[src/verilog/acx_defines.svh]
// How it works
// - Add stores dst plus src; src untouched.
// - Add-with-carry also adds the carry flag.
// - Carry flag follows carry out of bit seven.
// - Zero flag set when stored result is zero.
// - Sign flag follows result bit seven.
// - Overflow: same-sign operands, opposite-sign result.
// - Half carry from low nibble; decimal flag cleared.
// - Upper nibble Eh selects a working register.
// - Call lowers stack pointer by two first.
// - Call pushes next address, loads target, keeps flags.
// - Indirect call target from a register pair.
// - Return pops two bytes into program counter.
// - Wide stack pointer pushes into external memory.
// - Narrow stack pointer pushes into register file.
// - Add-with-carry uses upper opcode nibble one.
`ifndef ACX_DEFINES_SVH
`define ACX_DEFINES_SVH

`define OP_ADD_NIB          4'h0
`define OP_ADC_NIB          4'h1
`define MODE_WORK_WORK      4'h2
`define MODE_WORK_IND       4'h3
`define MODE_FULL_FULL      4'h4
`define MODE_FULL_IND       4'h5
`define MODE_FULL_IMM       4'h6
`define MODE_IND_IMM        4'h7
`define OP_CALL_DIRECT      8'hd6
`define OP_CALL_PAIR        8'hd4
`define SUBROUTINE_RETURN_OP 8'haf
`define WORK_NIB            4'he
`define SP_STEP             16'h0002
`define SP_STEP8            8'h02
`define ADDR_ONE            16'h0001
`define ADDR_ONE8           8'h01
`define LEN_ONE             2'h1
`define LEN_TWO             2'h2
`define LEN_THREE           2'h3
`define CYC_SHORT           8'h06
`define CYC_LONG            8'h0a
`define CYC_CALL            8'h14
`define CYC_POP             8'h0e
`define CYC_OTHER           8'h06
`define CLK_PER_CYC         8'h02
`define CNT_ONE             8'h01
`define CNT_ZERO            8'h00
`define PC_RST              16'h0000
`define SP_RST              16'h0000
`define BYTE_ZERO           8'h00

`endif

[src/verilog/acx_pkg.sv]
package acx_pkg;

	typedef struct packed {
		logic c;
		logic z;
		logic s;
		logic v;
		logic d;
		logic h;
	} acx_flags_s;

	typedef struct packed {
		logic       add;
		logic       adc;
		logic       direct_address_mode;
		logic       call_pair;
		logic       subroutine_return_op;
		logic       nib_regs;
		logic       two_full;
		logic       indirect_working_reg_mode;
		logic       indirect_full_reg_mode;
		logic       dst_ind;
		logic       immediate_mode;
		logic [1:0] len;
		logic [7:0] cycles;
	} acx_dec_s;

	typedef enum logic [4:0] {
		S_F0, S_F1, S_F2, S_F3, S_F4,
		S_RD1, S_W1, S_D1, S_W2, S_D2, S_WR,
		S_PUSH_HI, S_PUSH_LO,
		S_POP_A, S_POP_B, S_POP_C, S_POP_D,
		S_PAD
	} acx_state_e;

endpackage

[src/verilog/acx_core.sv]
`timescale 1ns/100ps
`include "acx_defines.svh"
module acx_core
	import acx_pkg::*;
(
	// Clock and reset
	input  wire logic        REF_CLK,
	input  wire logic        SYS_RST,
	// Configuration from the surrounding core
	input  wire logic [3:0]  WORK_GROUP,
	input  wire logic        STACK_EXT,
	// Program memory
	output logic      [15:0] PM_ADDR,
	output logic             PM_RD,
	input  wire logic [7:0]  PM_RDATA,
	// Register file, two read ports and one write port
	output logic      [7:0]  RF_RADDR_A,
	output logic      [7:0]  RF_RADDR_B,
	output logic             RF_RD,
	input  wire logic [7:0]  RF_RDATA_A,
	input  wire logic [7:0]  RF_RDATA_B,
	output logic      [7:0]  RF_WADDR,
	output logic             RF_WE,
	output logic      [7:0]  RF_WDATA,
	// External data memory
	output logic      [15:0] DM_ADDR,
	output logic             DM_RD,
	output logic             DM_WE,
	output logic      [7:0]  DM_WDATA,
	input  wire logic [7:0]  DM_RDATA,
	// Core state
	output logic      [15:0] PC,
	output logic      [15:0] SP,
	output acx_flags_s       FLAGS,
	output logic             INSTR_DONE
);

	acx_state_e state_ff, nxt_state;
	logic [7:0]  cnt_ff, nxt_cnt;
	logic [7:0]  op_ff, nxt_op;
	logic [7:0]  b1_ff, nxt_b1;
	logic [7:0]  b2_ff, nxt_b2;
	logic [7:0]  dst_eff_ff, nxt_dst_eff;
	logic [15:0] pc_ff, nxt_pc;
	logic [15:0] sp_ff, nxt_sp;
	acx_flags_s  flags_ff, nxt_flags;
	logic [15:0] pm_addr_ff, nxt_pm_addr;
	logic        pm_rd_ff, nxt_pm_rd;
	logic [7:0]  rf_raddr_a_ff, nxt_rf_raddr_a;
	logic [7:0]  rf_raddr_b_ff, nxt_rf_raddr_b;
	logic        rf_rd_ff, nxt_rf_rd;
	logic [7:0]  rf_waddr_ff, nxt_rf_waddr;
	logic        rf_we_ff, nxt_rf_we;
	logic [7:0]  rf_wdata_ff, nxt_rf_wdata;
	logic [15:0] dm_addr_ff, nxt_dm_addr;
	logic        dm_rd_ff, nxt_dm_rd;
	logic        dm_we_ff, nxt_dm_we;
	logic [7:0]  dm_wdata_ff, nxt_dm_wdata;
	logic        done_ff, nxt_done;

	acx_dec_s    dec;
	logic [7:0]  dst_addr;
	logic [7:0]  src_addr;
	logic [7:0]  pair_addr;
	logic [7:0]  target;
	logic [15:0] sp_pushed;
	logic        alu_go;
	logic [7:0]  alu_b;
	logic [7:0]  alu_sum;
	acx_flags_s  alu_flg;

	// A full register byte with Eh on top names a working register of the current group.
	function automatic logic [7:0] acx_resolve(input logic [7:0] b, input logic [3:0] grp);
		acx_resolve = (b[7:4] == `WORK_NIB) ? {grp, b[3:0]} : b;
	endfunction

	function automatic acx_dec_s acx_decode(input logic [7:0] op);
		acx_dec_s d;
		d        = '0;
		d.len    = `LEN_ONE;
		d.cycles = `CYC_OTHER;
		if ((op[7:4] == `OP_ADD_NIB || op[7:4] == `OP_ADC_NIB) &&
		    op[3:0] >= `MODE_WORK_WORK && op[3:0] <= `MODE_IND_IMM) begin
			d.add                       = 1'b1;
			d.adc                       = (op[7:4] == `OP_ADC_NIB);
			d.nib_regs                  = (op[3:0] <= `MODE_WORK_IND);
			d.two_full                  = (op[3:0] == `MODE_FULL_FULL) ||
			                              (op[3:0] == `MODE_FULL_IND);
			d.indirect_working_reg_mode = (op[3:0] == `MODE_WORK_IND);
			d.indirect_full_reg_mode    = (op[3:0] == `MODE_FULL_IND);
			d.dst_ind                   = (op[3:0] == `MODE_IND_IMM);
			d.immediate_mode            = (op[3:0] >= `MODE_FULL_IMM);
			d.len                       = d.nib_regs ? `LEN_TWO : `LEN_THREE;
			d.cycles                    = d.nib_regs ? `CYC_SHORT : `CYC_LONG;
		end else if (op == `OP_CALL_DIRECT) begin
			d.direct_address_mode = 1'b1;
			d.len                 = `LEN_THREE;
			d.cycles              = `CYC_CALL;
		end else if (op == `OP_CALL_PAIR) begin
			d.call_pair = 1'b1;
			d.len       = `LEN_TWO;
			d.cycles    = `CYC_CALL;
		end else if (op == `SUBROUTINE_RETURN_OP) begin
			d.subroutine_return_op = 1'b1;
			d.cycles               = `CYC_POP;
		end
		acx_decode = d;
	endfunction

	acx_adder u_adder (
		.clk    (REF_CLK),
		.rst    (SYS_RST),
		.go     (alu_go),
		.a      (RF_RDATA_A),
		.b      (alu_b),
		.cin    (dec.adc & flags_ff.c),
		.sum_ff (alu_sum),
		.flg_ff (alu_flg)
	);

	always_comb begin
		dec       = acx_decode(op_ff);
		// Full two-register forms carry the source byte ahead of the destination byte; working pairs share one byte, destination nibble on top.
		src_addr  = dec.nib_regs ? {WORK_GROUP, b1_ff[3:0]} : acx_resolve(b1_ff, WORK_GROUP);
		dst_addr  = dec.nib_regs ? {WORK_GROUP, b1_ff[7:4]} :
		            dec.two_full ? acx_resolve(b2_ff, WORK_GROUP) :
		            acx_resolve(b1_ff, WORK_GROUP);
		pair_addr = acx_resolve(b1_ff, WORK_GROUP);
		target    = 8'(dec.cycles * `CLK_PER_CYC);
		sp_pushed = STACK_EXT ? sp_ff - `SP_STEP :
		            {sp_ff[15:8], sp_ff[7:0] - `SP_STEP8};
		alu_go    = (state_ff == S_D2);
		alu_b     = dec.immediate_mode ? b2_ff : RF_RDATA_B;
	end

	always_comb begin
		nxt_state      = state_ff;
		nxt_cnt        = cnt_ff + `CNT_ONE;
		nxt_op         = op_ff;
		nxt_b1         = b1_ff;
		nxt_b2         = b2_ff;
		nxt_dst_eff    = dst_eff_ff;
		nxt_pc         = pc_ff;
		nxt_sp         = sp_ff;
		nxt_flags      = flags_ff;
		nxt_pm_addr    = pm_addr_ff;
		nxt_pm_rd      = 1'b0;
		nxt_rf_raddr_a = rf_raddr_a_ff;
		nxt_rf_raddr_b = rf_raddr_b_ff;
		nxt_rf_rd      = 1'b0;
		nxt_rf_waddr   = rf_waddr_ff;
		nxt_rf_we      = 1'b0;
		nxt_rf_wdata   = rf_wdata_ff;
		nxt_dm_addr    = dm_addr_ff;
		nxt_dm_rd      = 1'b0;
		nxt_dm_we      = 1'b0;
		nxt_dm_wdata   = dm_wdata_ff;
		nxt_done       = 1'b0;
		case (state_ff)
			// Three bytes are always fetched back to back; unused ones are dropped.
			S_F0: begin
				nxt_pm_addr = pc_ff;
				nxt_pm_rd   = 1'b1;
				nxt_state   = S_F1;
			end
			S_F1: begin
				nxt_pm_addr = pc_ff + `ADDR_ONE;
				nxt_pm_rd   = 1'b1;
				nxt_state   = S_F2;
			end
			S_F2: begin
				nxt_pm_addr = pc_ff + `SP_STEP;
				nxt_pm_rd   = 1'b1;
				nxt_op      = PM_RDATA;
				nxt_state   = S_F3;
			end
			S_F3: begin
				nxt_b1    = PM_RDATA;
				nxt_state = S_F4;
			end
			S_F4: begin
				nxt_b2    = PM_RDATA;
				nxt_pc    = pc_ff + {14'h0000, dec.len};
				if (dec.direct_address_mode)
					nxt_state = S_PUSH_HI;
				else if (dec.subroutine_return_op && STACK_EXT)
					nxt_state = S_POP_A;
				else if (dec.add || dec.call_pair || dec.subroutine_return_op)
					nxt_state = S_RD1;
				else
					nxt_state = S_PAD;
			end
			S_RD1: begin
				nxt_rf_rd = 1'b1;
				if (dec.call_pair) begin
					nxt_rf_raddr_a = pair_addr;
					nxt_rf_raddr_b = pair_addr + `ADDR_ONE8;
				end else if (dec.subroutine_return_op) begin
					nxt_rf_raddr_a = sp_ff[7:0];
					nxt_rf_raddr_b = sp_ff[7:0] + `ADDR_ONE8;
				end else begin
					nxt_rf_raddr_a = dst_addr;
					nxt_rf_raddr_b = src_addr;
				end
				nxt_state = S_W1;
			end
			S_W1: nxt_state = S_D1;
			S_D1: begin
				if (dec.call_pair) begin
					nxt_b1    = RF_RDATA_A;
					nxt_b2    = RF_RDATA_B;
					nxt_state = S_PUSH_HI;
				end else if (dec.subroutine_return_op) begin
					nxt_pc    = {RF_RDATA_A, RF_RDATA_B};
					nxt_sp    = {sp_ff[15:8], sp_ff[7:0] + `SP_STEP8};
					nxt_state = S_PAD;
				end else begin
					// Second round fetches through the pointer, or rereads the direct operand.
					nxt_rf_rd      = 1'b1;
					nxt_rf_raddr_a = dec.dst_ind ? RF_RDATA_A : dst_addr;
					nxt_rf_raddr_b = (dec.indirect_working_reg_mode ||
					                  dec.indirect_full_reg_mode) ? RF_RDATA_B : src_addr;
					nxt_dst_eff    = dec.dst_ind ? RF_RDATA_A : dst_addr;
					nxt_state      = S_W2;
				end
			end
			S_W2: nxt_state = S_D2;
			S_D2: nxt_state = S_WR;
			S_WR: begin
				nxt_rf_we    = 1'b1;
				nxt_rf_waddr = dst_eff_ff;
				nxt_rf_wdata = alu_sum;
				nxt_flags    = alu_flg;
				nxt_state    = S_PAD;
			end
			S_PUSH_HI: begin
				nxt_sp = sp_pushed;
				if (STACK_EXT) begin
					nxt_dm_we    = 1'b1;
					nxt_dm_addr  = sp_pushed;
					nxt_dm_wdata = pc_ff[15:8];
				end else begin
					nxt_rf_we    = 1'b1;
					nxt_rf_waddr = sp_pushed[7:0];
					nxt_rf_wdata = pc_ff[15:8];
				end
				nxt_state = S_PUSH_LO;
			end
			S_PUSH_LO: begin
				// The low byte of the return address sits one above the stack top.
				if (STACK_EXT) begin
					nxt_dm_we    = 1'b1;
					nxt_dm_addr  = sp_ff + `ADDR_ONE;
					nxt_dm_wdata = pc_ff[7:0];
				end else begin
					nxt_rf_we    = 1'b1;
					nxt_rf_waddr = sp_ff[7:0] + `ADDR_ONE8;
					nxt_rf_wdata = pc_ff[7:0];
				end
				nxt_pc    = {b1_ff, b2_ff};
				nxt_state = S_PAD;
			end
			S_POP_A: begin
				nxt_dm_rd   = 1'b1;
				nxt_dm_addr = sp_ff;
				nxt_state   = S_POP_B;
			end
			S_POP_B: begin
				nxt_dm_rd   = 1'b1;
				nxt_dm_addr = sp_ff + `ADDR_ONE;
				nxt_state   = S_POP_C;
			end
			S_POP_C: begin
				nxt_b1    = DM_RDATA;
				nxt_state = S_POP_D;
			end
			S_POP_D: begin
				nxt_pc    = {b1_ff, DM_RDATA};
				nxt_sp    = sp_ff + `SP_STEP;
				nxt_state = S_PAD;
			end
			S_PAD: begin
				// Padding makes every instruction last its documented length exactly.
				if (cnt_ff >= target - `CNT_ONE) begin
					nxt_done  = 1'b1;
					nxt_cnt   = `CNT_ZERO;
					nxt_state = S_F0;
				end
			end
			default: begin
				nxt_cnt   = `CNT_ZERO;
				nxt_state = S_F0;
			end
		endcase
	end

	always_ff @(posedge REF_CLK or posedge SYS_RST) begin
		if (SYS_RST) begin
			state_ff      <= S_F0;
			cnt_ff        <= `CNT_ZERO;
			op_ff         <= `BYTE_ZERO;
			b1_ff         <= `BYTE_ZERO;
			b2_ff         <= `BYTE_ZERO;
			dst_eff_ff    <= `BYTE_ZERO;
			pc_ff         <= `PC_RST;
			sp_ff         <= `SP_RST;
			flags_ff      <= '0;
			pm_addr_ff    <= `PC_RST;
			pm_rd_ff      <= 1'b0;
			rf_raddr_a_ff <= `BYTE_ZERO;
			rf_raddr_b_ff <= `BYTE_ZERO;
			rf_rd_ff      <= 1'b0;
			rf_waddr_ff   <= `BYTE_ZERO;
			rf_we_ff      <= 1'b0;
			rf_wdata_ff   <= `BYTE_ZERO;
			dm_addr_ff    <= `SP_RST;
			dm_rd_ff      <= 1'b0;
			dm_we_ff      <= 1'b0;
			dm_wdata_ff   <= `BYTE_ZERO;
			done_ff       <= 1'b0;
		end else begin
			state_ff      <= nxt_state;
			cnt_ff        <= nxt_cnt;
			op_ff         <= nxt_op;
			b1_ff         <= nxt_b1;
			b2_ff         <= nxt_b2;
			dst_eff_ff    <= nxt_dst_eff;
			pc_ff         <= nxt_pc;
			sp_ff         <= nxt_sp;
			flags_ff      <= nxt_flags;
			pm_addr_ff    <= nxt_pm_addr;
			pm_rd_ff      <= nxt_pm_rd;
			rf_raddr_a_ff <= nxt_rf_raddr_a;
			rf_raddr_b_ff <= nxt_rf_raddr_b;
			rf_rd_ff      <= nxt_rf_rd;
			rf_waddr_ff   <= nxt_rf_waddr;
			rf_we_ff      <= nxt_rf_we;
			rf_wdata_ff   <= nxt_rf_wdata;
			dm_addr_ff    <= nxt_dm_addr;
			dm_rd_ff      <= nxt_dm_rd;
			dm_we_ff      <= nxt_dm_we;
			dm_wdata_ff   <= nxt_dm_wdata;
			done_ff       <= nxt_done;
		end
	end

	assign PM_ADDR    = pm_addr_ff;
	assign PM_RD      = pm_rd_ff;
	assign RF_RADDR_A = rf_raddr_a_ff;
	assign RF_RADDR_B = rf_raddr_b_ff;
	assign RF_RD      = rf_rd_ff;
	assign RF_WADDR   = rf_waddr_ff;
	assign RF_WE      = rf_we_ff;
	assign RF_WDATA   = rf_wdata_ff;
	assign DM_ADDR    = dm_addr_ff;
	assign DM_RD      = dm_rd_ff;
	assign DM_WE      = dm_we_ff;
	assign DM_WDATA   = dm_wdata_ff;
	assign PC         = pc_ff;
	assign SP         = sp_ff;
	assign FLAGS      = flags_ff;
	assign INSTR_DONE = done_ff;

endmodule

[src/verilog/acx_adder.sv]
`timescale 1ns/100ps
`include "acx_defines.svh"
module acx_adder
	import acx_pkg::*;
(
	// Clock and reset
	input  wire logic        clk,
	input  wire logic        rst,
	// Operands
	input  wire logic        go,
	input  wire logic [7:0]  a,
	input  wire logic [7:0]  b,
	input  wire logic        cin,
	// Registered result
	output logic      [7:0]  sum_ff,
	output acx_flags_s       flg_ff
);

	logic [8:0] full;
	logic [4:0] low;
	logic [7:0] nxt_sum;
	acx_flags_s nxt_flg;

	always_comb begin
		full    = {1'b0, a} + {1'b0, b} + {8'h00, cin};
		low     = {1'b0, a[3:0]} + {1'b0, b[3:0]} + {4'h0, cin};
		nxt_sum = sum_ff;
		nxt_flg = flg_ff;
		if (go) begin
			nxt_sum   = full[7:0];
			nxt_flg.c = full[8];
			nxt_flg.z = (full[7:0] == `BYTE_ZERO);
			nxt_flg.s = full[7];
			nxt_flg.v = (a[7] == b[7]) && (full[7] != a[7]);
			nxt_flg.d = 1'b0;
			nxt_flg.h = low[4];
		end
	end

	always_ff @(posedge clk or posedge rst) begin
		if (rst) begin
			sum_ff <= `BYTE_ZERO;
			flg_ff <= '0;
		end else begin
			sum_ff <= nxt_sum;
			flg_ff <= nxt_flg;
		end
	end

endmodule

[config.mk]
export PLATFORM = sky130hd
export DESIGN_NAME = acx_core
export DESIGN_NICKNAME = d
export VERILOG_FILES = /design/src/verilog/acx_pkg.sv /design/src/verilog/acx_core.sv /design/src/verilog/acx_adder.sv
export VERILOG_INCLUDE_DIRS = /design/src /design/src/verilog
export SDC_FILE = /design/constraint.sdc
export NUM_CORES = 1
export LEC_CHECK = 0
export BUFFER_PORTS_ARGS = -buffer_cell sky130_fd_sc_hd__buf_2
export CAP_MARGIN = 10
export CELL_PAD_IN_SITES_DETAIL_PLACEMENT = 1
export CELL_PAD_IN_SITES_GLOBAL_PLACEMENT = 2
export CORE_ASPECT_RATIO = 1.4
export CORE_MARGIN = 10
export CORE_UTILIZATION = 38
export CTS_CLUSTER_DIAMETER = 150
export DETAILED_ROUTE_END_ITERATION = 8
export MAX_ROUTING_LAYER = met4
export PLACE_DENSITY_LB_ADDON = 0.1
export SETUP_SLACK_MARGIN = 0.1
export SLEW_MARGIN = 10
export SYNTH_ARGS = -nofsm -noshare
export SYNTH_HDL_FRONTEND = slang
export SYNTH_SLANG_ARGS = --single-unit
[constraint.sdc]
create_clock -name REF_CLK -period 11.8 [get_ports REF_CLK]
set_input_delay 2.36 -clock REF_CLK [delete_from_list [all_inputs] [get_ports REF_CLK]]
set_output_delay 2.36 -clock REF_CLK [all_outputs]
set_load 0.05 [all_outputs]
==> impl_results.rst, run 1 <==
.. list-table::
   :header-rows: 1

   * - Metric
     - Value
   * - Cells after DPL
     - roughly 1600
   * - Setup TNS
     - 0 ps
   * - Height of the die
     - 216 µm
   * - CTS tree
     - built
   * - Proportion of synthesized flip-flops having asynchronous set or reset
     - 1.00
   * - Global route overflow
     - 0
   * - Core box area
     - approximately 27000 µm²
   * - Post-placement cell area
     - 11400 µm²
   * - Highest clock frequency the design can meet
     - approximately 0.24 GHz
   * - Leakage
     - ~5.2 nW
   * - Arrival time of the worst setup path
     - ~4400 ps
   * - Number of detailed-routing iterations run before antenna repair
     - 5
   * - Path type of the worst min-delay path
     - reg -> reg
   * - Type of the worst setup path
     - in -> reg
   * - Worst R2R Start
     - state_ff[0]
   * - Clock Pin Slew Worst Setup and Hold Paths
     - 60 ps
   * - Unrepaired setup endpoints after global routing
     - no
   * - Hold slack final
     - approximately 470 ps
   * - Worst clock skew on the final layout
     - roughly 12 ps
   * - Fraction of layout instances using a drive strength above 1
     - 0.196
   * - #FFs+latches synth
     - around 170
   * - Number of max-cap violations
     - 0
   * - Pin count of the biggest net entering global routing
     - 107
   * - First-pass GRT wire length
     - between 60000 and 70000 µm
   * - Top-Level Pins
     - approximately 160
   * - Via/cell ratio
     - about 5.8
   * - Most used DFF post-synth
     - sky130_fd_sc_hd__dfrtp_1
   * - Core Util, Final
     - 0.444
   * - Actual transition at the worst max-transition pin
     - roughly 1100 ps
   * - Register-to-register path setup slack
     - just under 8000 ps
   * - Endpoint type of the worst setup path
     - flop
   * - Cell count after synthesis
     - approximately 1200
   * - Overall routing resource usage
     - 0.234
   * - Worst vdd rail ir drop
     - ~0.15 mV
   * - First element of the critical path
     - RF_RDATA_A[0]
   * - Hold buffer count at cts
     - 0
   * - Max transition margin
     - 0.246
   * - Antenna Nets Post-Route
     - 0
   * - Fill cell total of the finished layout
     - about 3200
   * - Final setup violation count
     - 0
   * - Maximum fanout encountered on the critical timing path
     - 4
   * - Total standard cell area after synthesis
     - 10400 µm²
   * - H-tree depth
     - 4
   * - Final design instance area without fill
     - approximately 12000 µm²
   * - Total CTS buffers
     - 17
   * - WL final
     - just under 40000 µm
   * - Syn. warnings
     - 0
   * - Required @ worst endpoint
     - 12140 ps
   * - Result of the run
     - complete, no violations
   * - Layout Nets
     - 1349
   * - Buffers on Ports
     - about 150
   * - CTS-repair resized insts
     - 0
   * - Worst-case reg-to-reg path depth
     - 6
   * - DRC viols
     - 0
   * - Detailed Route Iter0 Violations
     - 597
   * - Library cells used by synthesis
     - just over 80
   * - Total vias in the final route
     - between 9000 and 10000
   * - Max-slew violations
     - 0
   * - Clock root buffer
     - sky130_fd_sc_hd__clkbuf_16
   * - Number of buffers on the longest clock path
     - 2
   * - Shortest period the worst path allows
     - a little over 4000 ps
   * - TritonCTS Sinks
     - about 170
   * - Average wire per cell in the routed design
     - 23.9 µm
   * - Area enclosed by the die boundary
     - 34500 µm²
   * - Startpoint kind of the worst setup timing path
     - input port
   * - Worst setup endpoint
     - u_adder.flg_ff[4]
   * - Number of standard-cell rows in the floorplan
     - slightly above 70
   * - Antenna violations before repair
     - 0
   * - Width of the die
     - around 160 µm
   * - Crit Reg-Reg Endpoint
     - SP[5]
   * - Buffers inserted during post-CTS setup optimization
     - 0
   * - Number of cells in the finished layout apart from fillers
     - 1663
   * - Area growth from synthesis to layout
     - 14.9%
   * - Power density over cell area
     - between 300 and 400 nW/µm²
   * - Sequential-to-total area share from yosys stat
     - 0.411
   * - Ratio of final minimum period to clock period
     - 0.347
   * - Starting density of the core
     - 0.387
   * - Number of endpoints with negative hold slack in the final report
     - 0
   * - Number of global-route vias before repair
     - ~10000
   * - Mean area per synthesized cell
     - around 9 µm²
   * - Antenna Cells
     - 0
   * - Final weighted congestion in routability-driven placement
     - ~0.94
   * - Insertion delay to the later sink of the worst-skew pair
     - roughly 460 ps
   * - HPWL reported at the end of detailed placement
     - slightly below 30000 µm
   * - Number of flops mapped to enable cells by yosys
     - 0
-- cell type report --
class,count,area [µm²],share of cell area
timing repair buffer,168,881,0.0736
multi-input combinational,903,5680,0.475
sequential,171,4280,0.358
tap,365,457,0.0382
clock inverter,12,115,0.00962
clock buffer,20,457,0.0382
inverter,24,95.1,0.00795
-- where the power goes --
group / switching [W] / leakage, nW / total [W] / internal [W]
clock network: 0.000258 / 0.262 / 0.000561 / 0.000303
logic: 0.00132 / 2.88 / 0.00190 / 0.000581
registers: 0.000394 / 2.02 / 0.00123 / 0.000834
-- kinds of logic after synthesis --
family          after synthesis  synth area share
flops                       171             0.411
compound gates              329             0.202
buf+inv                     116            0.0461
other cells                   2          0.000721
fa+ha+maj                    25            0.0322
mux                          65            0.0670
simple gates                419             0.189
xor+xnor                     62            0.0521
-- synth_stat cells, drive strengths merged (22+ instances only) --
cell | number | share of area
a21oi | 82 | 0.039
a31oi | 29 | 0.017
buf | 32 | 0.016
clkbuf | 60 | 0.022
dfrtp | 171 | 0.41
ha | 22 | 0.026
inv | 24 | 0.0087
mux2 | 38 | 0.041
mux2i | 27 | 0.026
nand2 | 148 | 0.054
nand3 | 37 | 0.018
nor2 | 121 | 0.044
nor3 | 25 | 0.013
o21ai | 98 | 0.047
xnor2 | 38 | 0.032
xor2 | 24 | 0.020
-- worst max-delay path, stage by stage --
cell and delay (ps):
sky130_fd_sc_hd__buf_2 140, sky130_fd_sc_hd__inv_1 70, sky130_fd_sc_hd__fa_1 460, sky130_fd_sc_hd__fa_1 420
sky130_fd_sc_hd__nor2b_1 170, sky130_fd_sc_hd__o31ai_1 120, sky130_fd_sc_hd__a211oi_1 330, sky130_fd_sc_hd__nor2_1 100
sky130_fd_sc_hd__a32o_1 260
-- state kept, by name, summed over array words and instances, names as in the netlist, 5 cells and up --
register        cells
op_ff               8
PM_ADDR            16
b2_ff               8
SP                 15
DM_WDATA            8
RF_WADDR            8
state_ff            5
PC                 16
RF_RADDR_A          8
u_adder.flg_ff      5
dst_eff_ff          8
u_adder.sum_ff      7
b1_ff               8
cnt_ff              8
DM_ADDR            16
RF_RADDR_B          8
RF_WDATA            8
FLAGS               5
-- layout by cell type, fill, tap and decap left out, drive strengths merged, types with 9 or more instances in the layout --
master / n
inv: 27
nor2: 121
o21ai: 98
a222oi: 11
o21a: 9
xnor2: 38
mux2i: 27
a21oi: 82
a211oi: 9
nor3: 25
nand2: 148
xor2: 24
dfrtp: 171
clkbuf: 20
ha: 22
nand3: 37
nor2b: 10
mux2: 38
a31oi: 29
nand4: 11
o22ai: 10
or3: 13
buf: 168
-- metal layers --
metal,track usage,share of wire,wire (µm)
met1,0.295,0.45,17900
met2,0.373,0.48,19100
met3,0.0305,0.036,1420
met4,0.0966,0.033,1320
met5,-,0,0
-- worst min path at each step --
stage	from	end	slack (ps)	cells after the start
floorplan	u_adder.flg_ff[2]	u_adder.flg_ff[2]	440	2
global placement	DM_ADDR[14]	DM_ADDR[14]	460	2
detailed placement	DM_ADDR[10]	DM_ADDR[10]	470	2
CTS	DM_ADDR[10]	DM_ADDR[10]	480	2
global route	DM_ADDR[2]	DM_ADDR[2]	500	2
finish	DM_ADDR[10]	DM_ADDR[10]	470	2
-- through the flow --
stage / power [W] / setup slack [ps]
floorplan: 0.00253 / 4810
global placement: 0.00311 / 7330
detailed placement: 0.00314 / 7240
CTS: 0.00371 / 7720
global route: 0.00393 / 7540
finish: 0.00369 / 7700
Power figures use the tool's default switching activity.
==> run 2: changes to the inputs <==
Settings changed: CORE_UTILIZATION 38 to 35.
Clock period 11.8 ns to 4.16 ns, I/O delays scaled along.
==> run 2 against run 1 <==
Die area rose by 7.6%. Critical path depth did not move. Clock power rose to 2.9 times the previous value. Combinational power rose to 2.9 times the previous value. Final cell count rose by 1.9%. Final area rose by 1.3%. Sequential power rose to 2.8 times the previous value. Non-clock buffer count rose by 16. Via count rose by 0.72%. Clock skew rose by 2.0 ps. Clock-buffer cell count fell by 1. Critical path type is now reg -> reg. Largest cell class unchanged. Highest routed layer unchanged.
==> impl_results.rst, run 2 (synthesis gave the netlist of run 1 again) <==
.. list-table::
   :header-rows: 1

   * - Metric
     - Value
   * - Result of the run
     - complete, no violations
   * - Max transition margin
     - 0.298
   * - Unrepaired setup endpoints after global routing
     - no
   * - Cells after DPL
     - between 1500 and 2000
   * - Global route overflow
     - 0
   * - Top-Level Pins
     - ~160
   * - Insertion delay to the later sink of the worst-skew pair
     - approximately 460 ps
   * - Slowest stage delay, CP
     - 800 ps
   * - Fraction of layout instances using a drive strength above 1
     - 0.205
   * - Leakage
     - 5.26 nW
   * - Area growth from synthesis to layout
     - 16.4%
   * - Detailed Route Iter0 Violations
     - 751
   * - Highest clock frequency the design can meet
     - between 0.2 and 0.3 GHz
   * - H-tree depth
     - 4
   * - Average wire per cell in the routed design
     - between 20 and 25 µm
   * - Buffers on Ports
     - about 150
   * - DRC viols
     - 0
   * - Number of standard-cell rows in the floorplan
     - 74
   * - Number of detailed-routing iterations run before antenna repair
     - 7
   * - Number of cells in the finished layout apart from fillers
     - between 1500 and 2000
   * - Leading cell types in the layout, fill and taps excluded
     - 171 x sky130_fd_sc_hd__dfrtp_1, 152 x sky130_fd_sc_hd__buf_2, 147 x sky130_fd_sc_hd__nand2_1
   * - Number of buffers on the longest clock path
     - 2
   * - Most common library cell in the layout ignoring fill and taps
     - sky130_fd_sc_hd__dfrtp_1
   * - Antenna violations before repair
     - 0
   * - Antenna Cells
     - 0
   * - Total vias in the final route
     - between 9000 and 10000
   * - Core box area
     - roughly 29000 µm²
   * - Area enclosed by the die boundary
     - between 30000 and 40000 µm²
   * - Antenna Nets Post-Route
     - 0
   * - Worst vdd rail ir drop
     - 0.309 mV
   * - Number of endpoints with negative hold slack in the final report
     - 0
   * - Number of global-route vias before repair
     - ~10000
   * - Width of the die
     - approximately 170 µm
   * - WL final
     - 40400 µm
   * - Power density over cell area
     - about 860 nW/µm²
   * - Worst path buffer plus inverter count
     - 0
   * - CTS tree
     - built
   * - Hold buffer count at cts
     - 0
   * - Worst clock skew on the final layout
     - between 10 and 15 ps
   * - Path type of the worst min-delay path
     - in -> async
   * - Height of the die
     - about 220 µm
   * - Clock Pin Slew Worst Setup and Hold Paths
     - roughly 80 ps
   * - Cell at the slowest stage of the critical path
     - sky130_fd_sc_hd__or4_1
   * - Pin count of the biggest net entering global routing
     - 95
   * - HPWL reported at the end of detailed placement
     - 30800 µm
   * - Setup TNS
     - 0 ps
   * - TritonCTS Sinks
     - about 170
   * - Clock root buffer
     - sky130_fd_sc_hd__clkbuf_16
   * - Type of the worst setup path
     - reg -> reg
   * - Shortest period the worst path allows
     - approximately 3700 ps
   * - Starting density of the core
     - 0.356
   * - Final weighted congestion in routability-driven placement
     - 0.908
   * - Required @ worst endpoint
     - around 4500 ps
   * - Max-slew violations
     - 0
   * - Endpoint type of the worst setup path
     - flop
   * - Cell-by-cell trace of the critical path
     - or4_1, o21ai_0, fa_1, nand3_1, nor2_1, nor4b_1, a31oi_1, o21ai_0, o21ai_0
   * - CTS-repair resized insts
     - 0
   * - First-pass GRT wire length
     - between 60000 and 70000 µm
   * - Layout Nets
     - between 1000 and 1500
   * - Via/cell ratio
     - ~5.7
   * - Cell with the most instances on the worst path
     - sky130_fd_sc_hd__o21ai_0
   * - Fill cell total of the finished layout
     - 3533
   * - CP top delay family
     - simple AND/OR/NAND/NOR gates
   * - Final setup violation count
     - 0
   * - Actual transition at the worst max-transition pin
     - 1050 ps
   * - Ratio of final minimum period to clock period
     - 0.883
   * - Startpoint kind of the worst setup timing path
     - flop
   * - Maximum fanout encountered on the critical timing path
     - 14
   * - Buffers inserted during post-CTS setup optimization
     - 0
   * - Total CTS buffers
     - 17
   * - Number of max-cap violations
     - 0
   * - Arrival time of the worst setup path
     - roughly 4000 ps
   * - Overall routing resource usage
     - 0.221
==> run 2: cell count changes in the layout (fill, tap and decap cells not counted), sizes merged <==
cell | before | now
buf | 168 | 184
clkinvlp | 6 | 2
inv | 27 | 30
clkinv | 2 | 4
clkbuf | 20 | 19
==> run 2: cell type report <==
cell class | instances | area (µm²) | area share
multi-input cells | 903 | 5680 | 0.468
flip-flops and latches | 171 | 4280 | 0.353
repair buffers | 184 | 1030 | 0.0846
well taps | 380 | 475 | 0.0392
clock buffers | 19 | 443 | 0.0365
clock inverters | 13 | 129 | 0.0106
inverters | 24 | 93.8 | 0.00774
==> run 2: power by group <==
group / leakage [nW] / switching [W] / internal [W]
registers: 2.02 / 0.00106 / 0.00237
logic: 2.96 / 0.00372 / 0.00170
clock network: 0.281 / 0.000766 / 0.000855
total: 5.26 / 0.00554 / 0.00492
==> run 2: worst paths after layout <==
kind,cells past startpoint,endpoint,slack [ps],from
setup / recovery,9,PC[14],490,op_ff[5]
hold / removal,2,PM_ADDR[1],340,SYS_RST
setup reg to reg,9,PC[14],490,op_ff[5]
hold reg to reg,2,DM_ADDR[10],480,DM_ADDR[10]
max in group asynchronous,3,dst_eff_ff[6],3000,SYS_RST
min in group REF_CLK,2,DM_ADDR[10],480,DM_ADDR[10]
==> run 2: metal layers <==
metal	global-route usage	wire (µm)
met2	0.348	19100
met1	0.272	17700
met5	-	0
met4	0.102	1610
met3	0.0359	2010
==> run 2: stage by stage <==
step	power [W]	worst slack (ps)	cell area [µm²]	util	hold slack, ps
3_3_place_gp	0.00883	587	11600	0.395	458
6_report	0.0105	487	12100	0.414	337
4_1_cts	0.0106	503	12100	0.414	333
5_1_grt	0.0112	127	12100	0.414	363
3_5_place_dp	0.00891	526	11600	0.395	467
2_1_floorplan	0.00719	896	10400	-	445
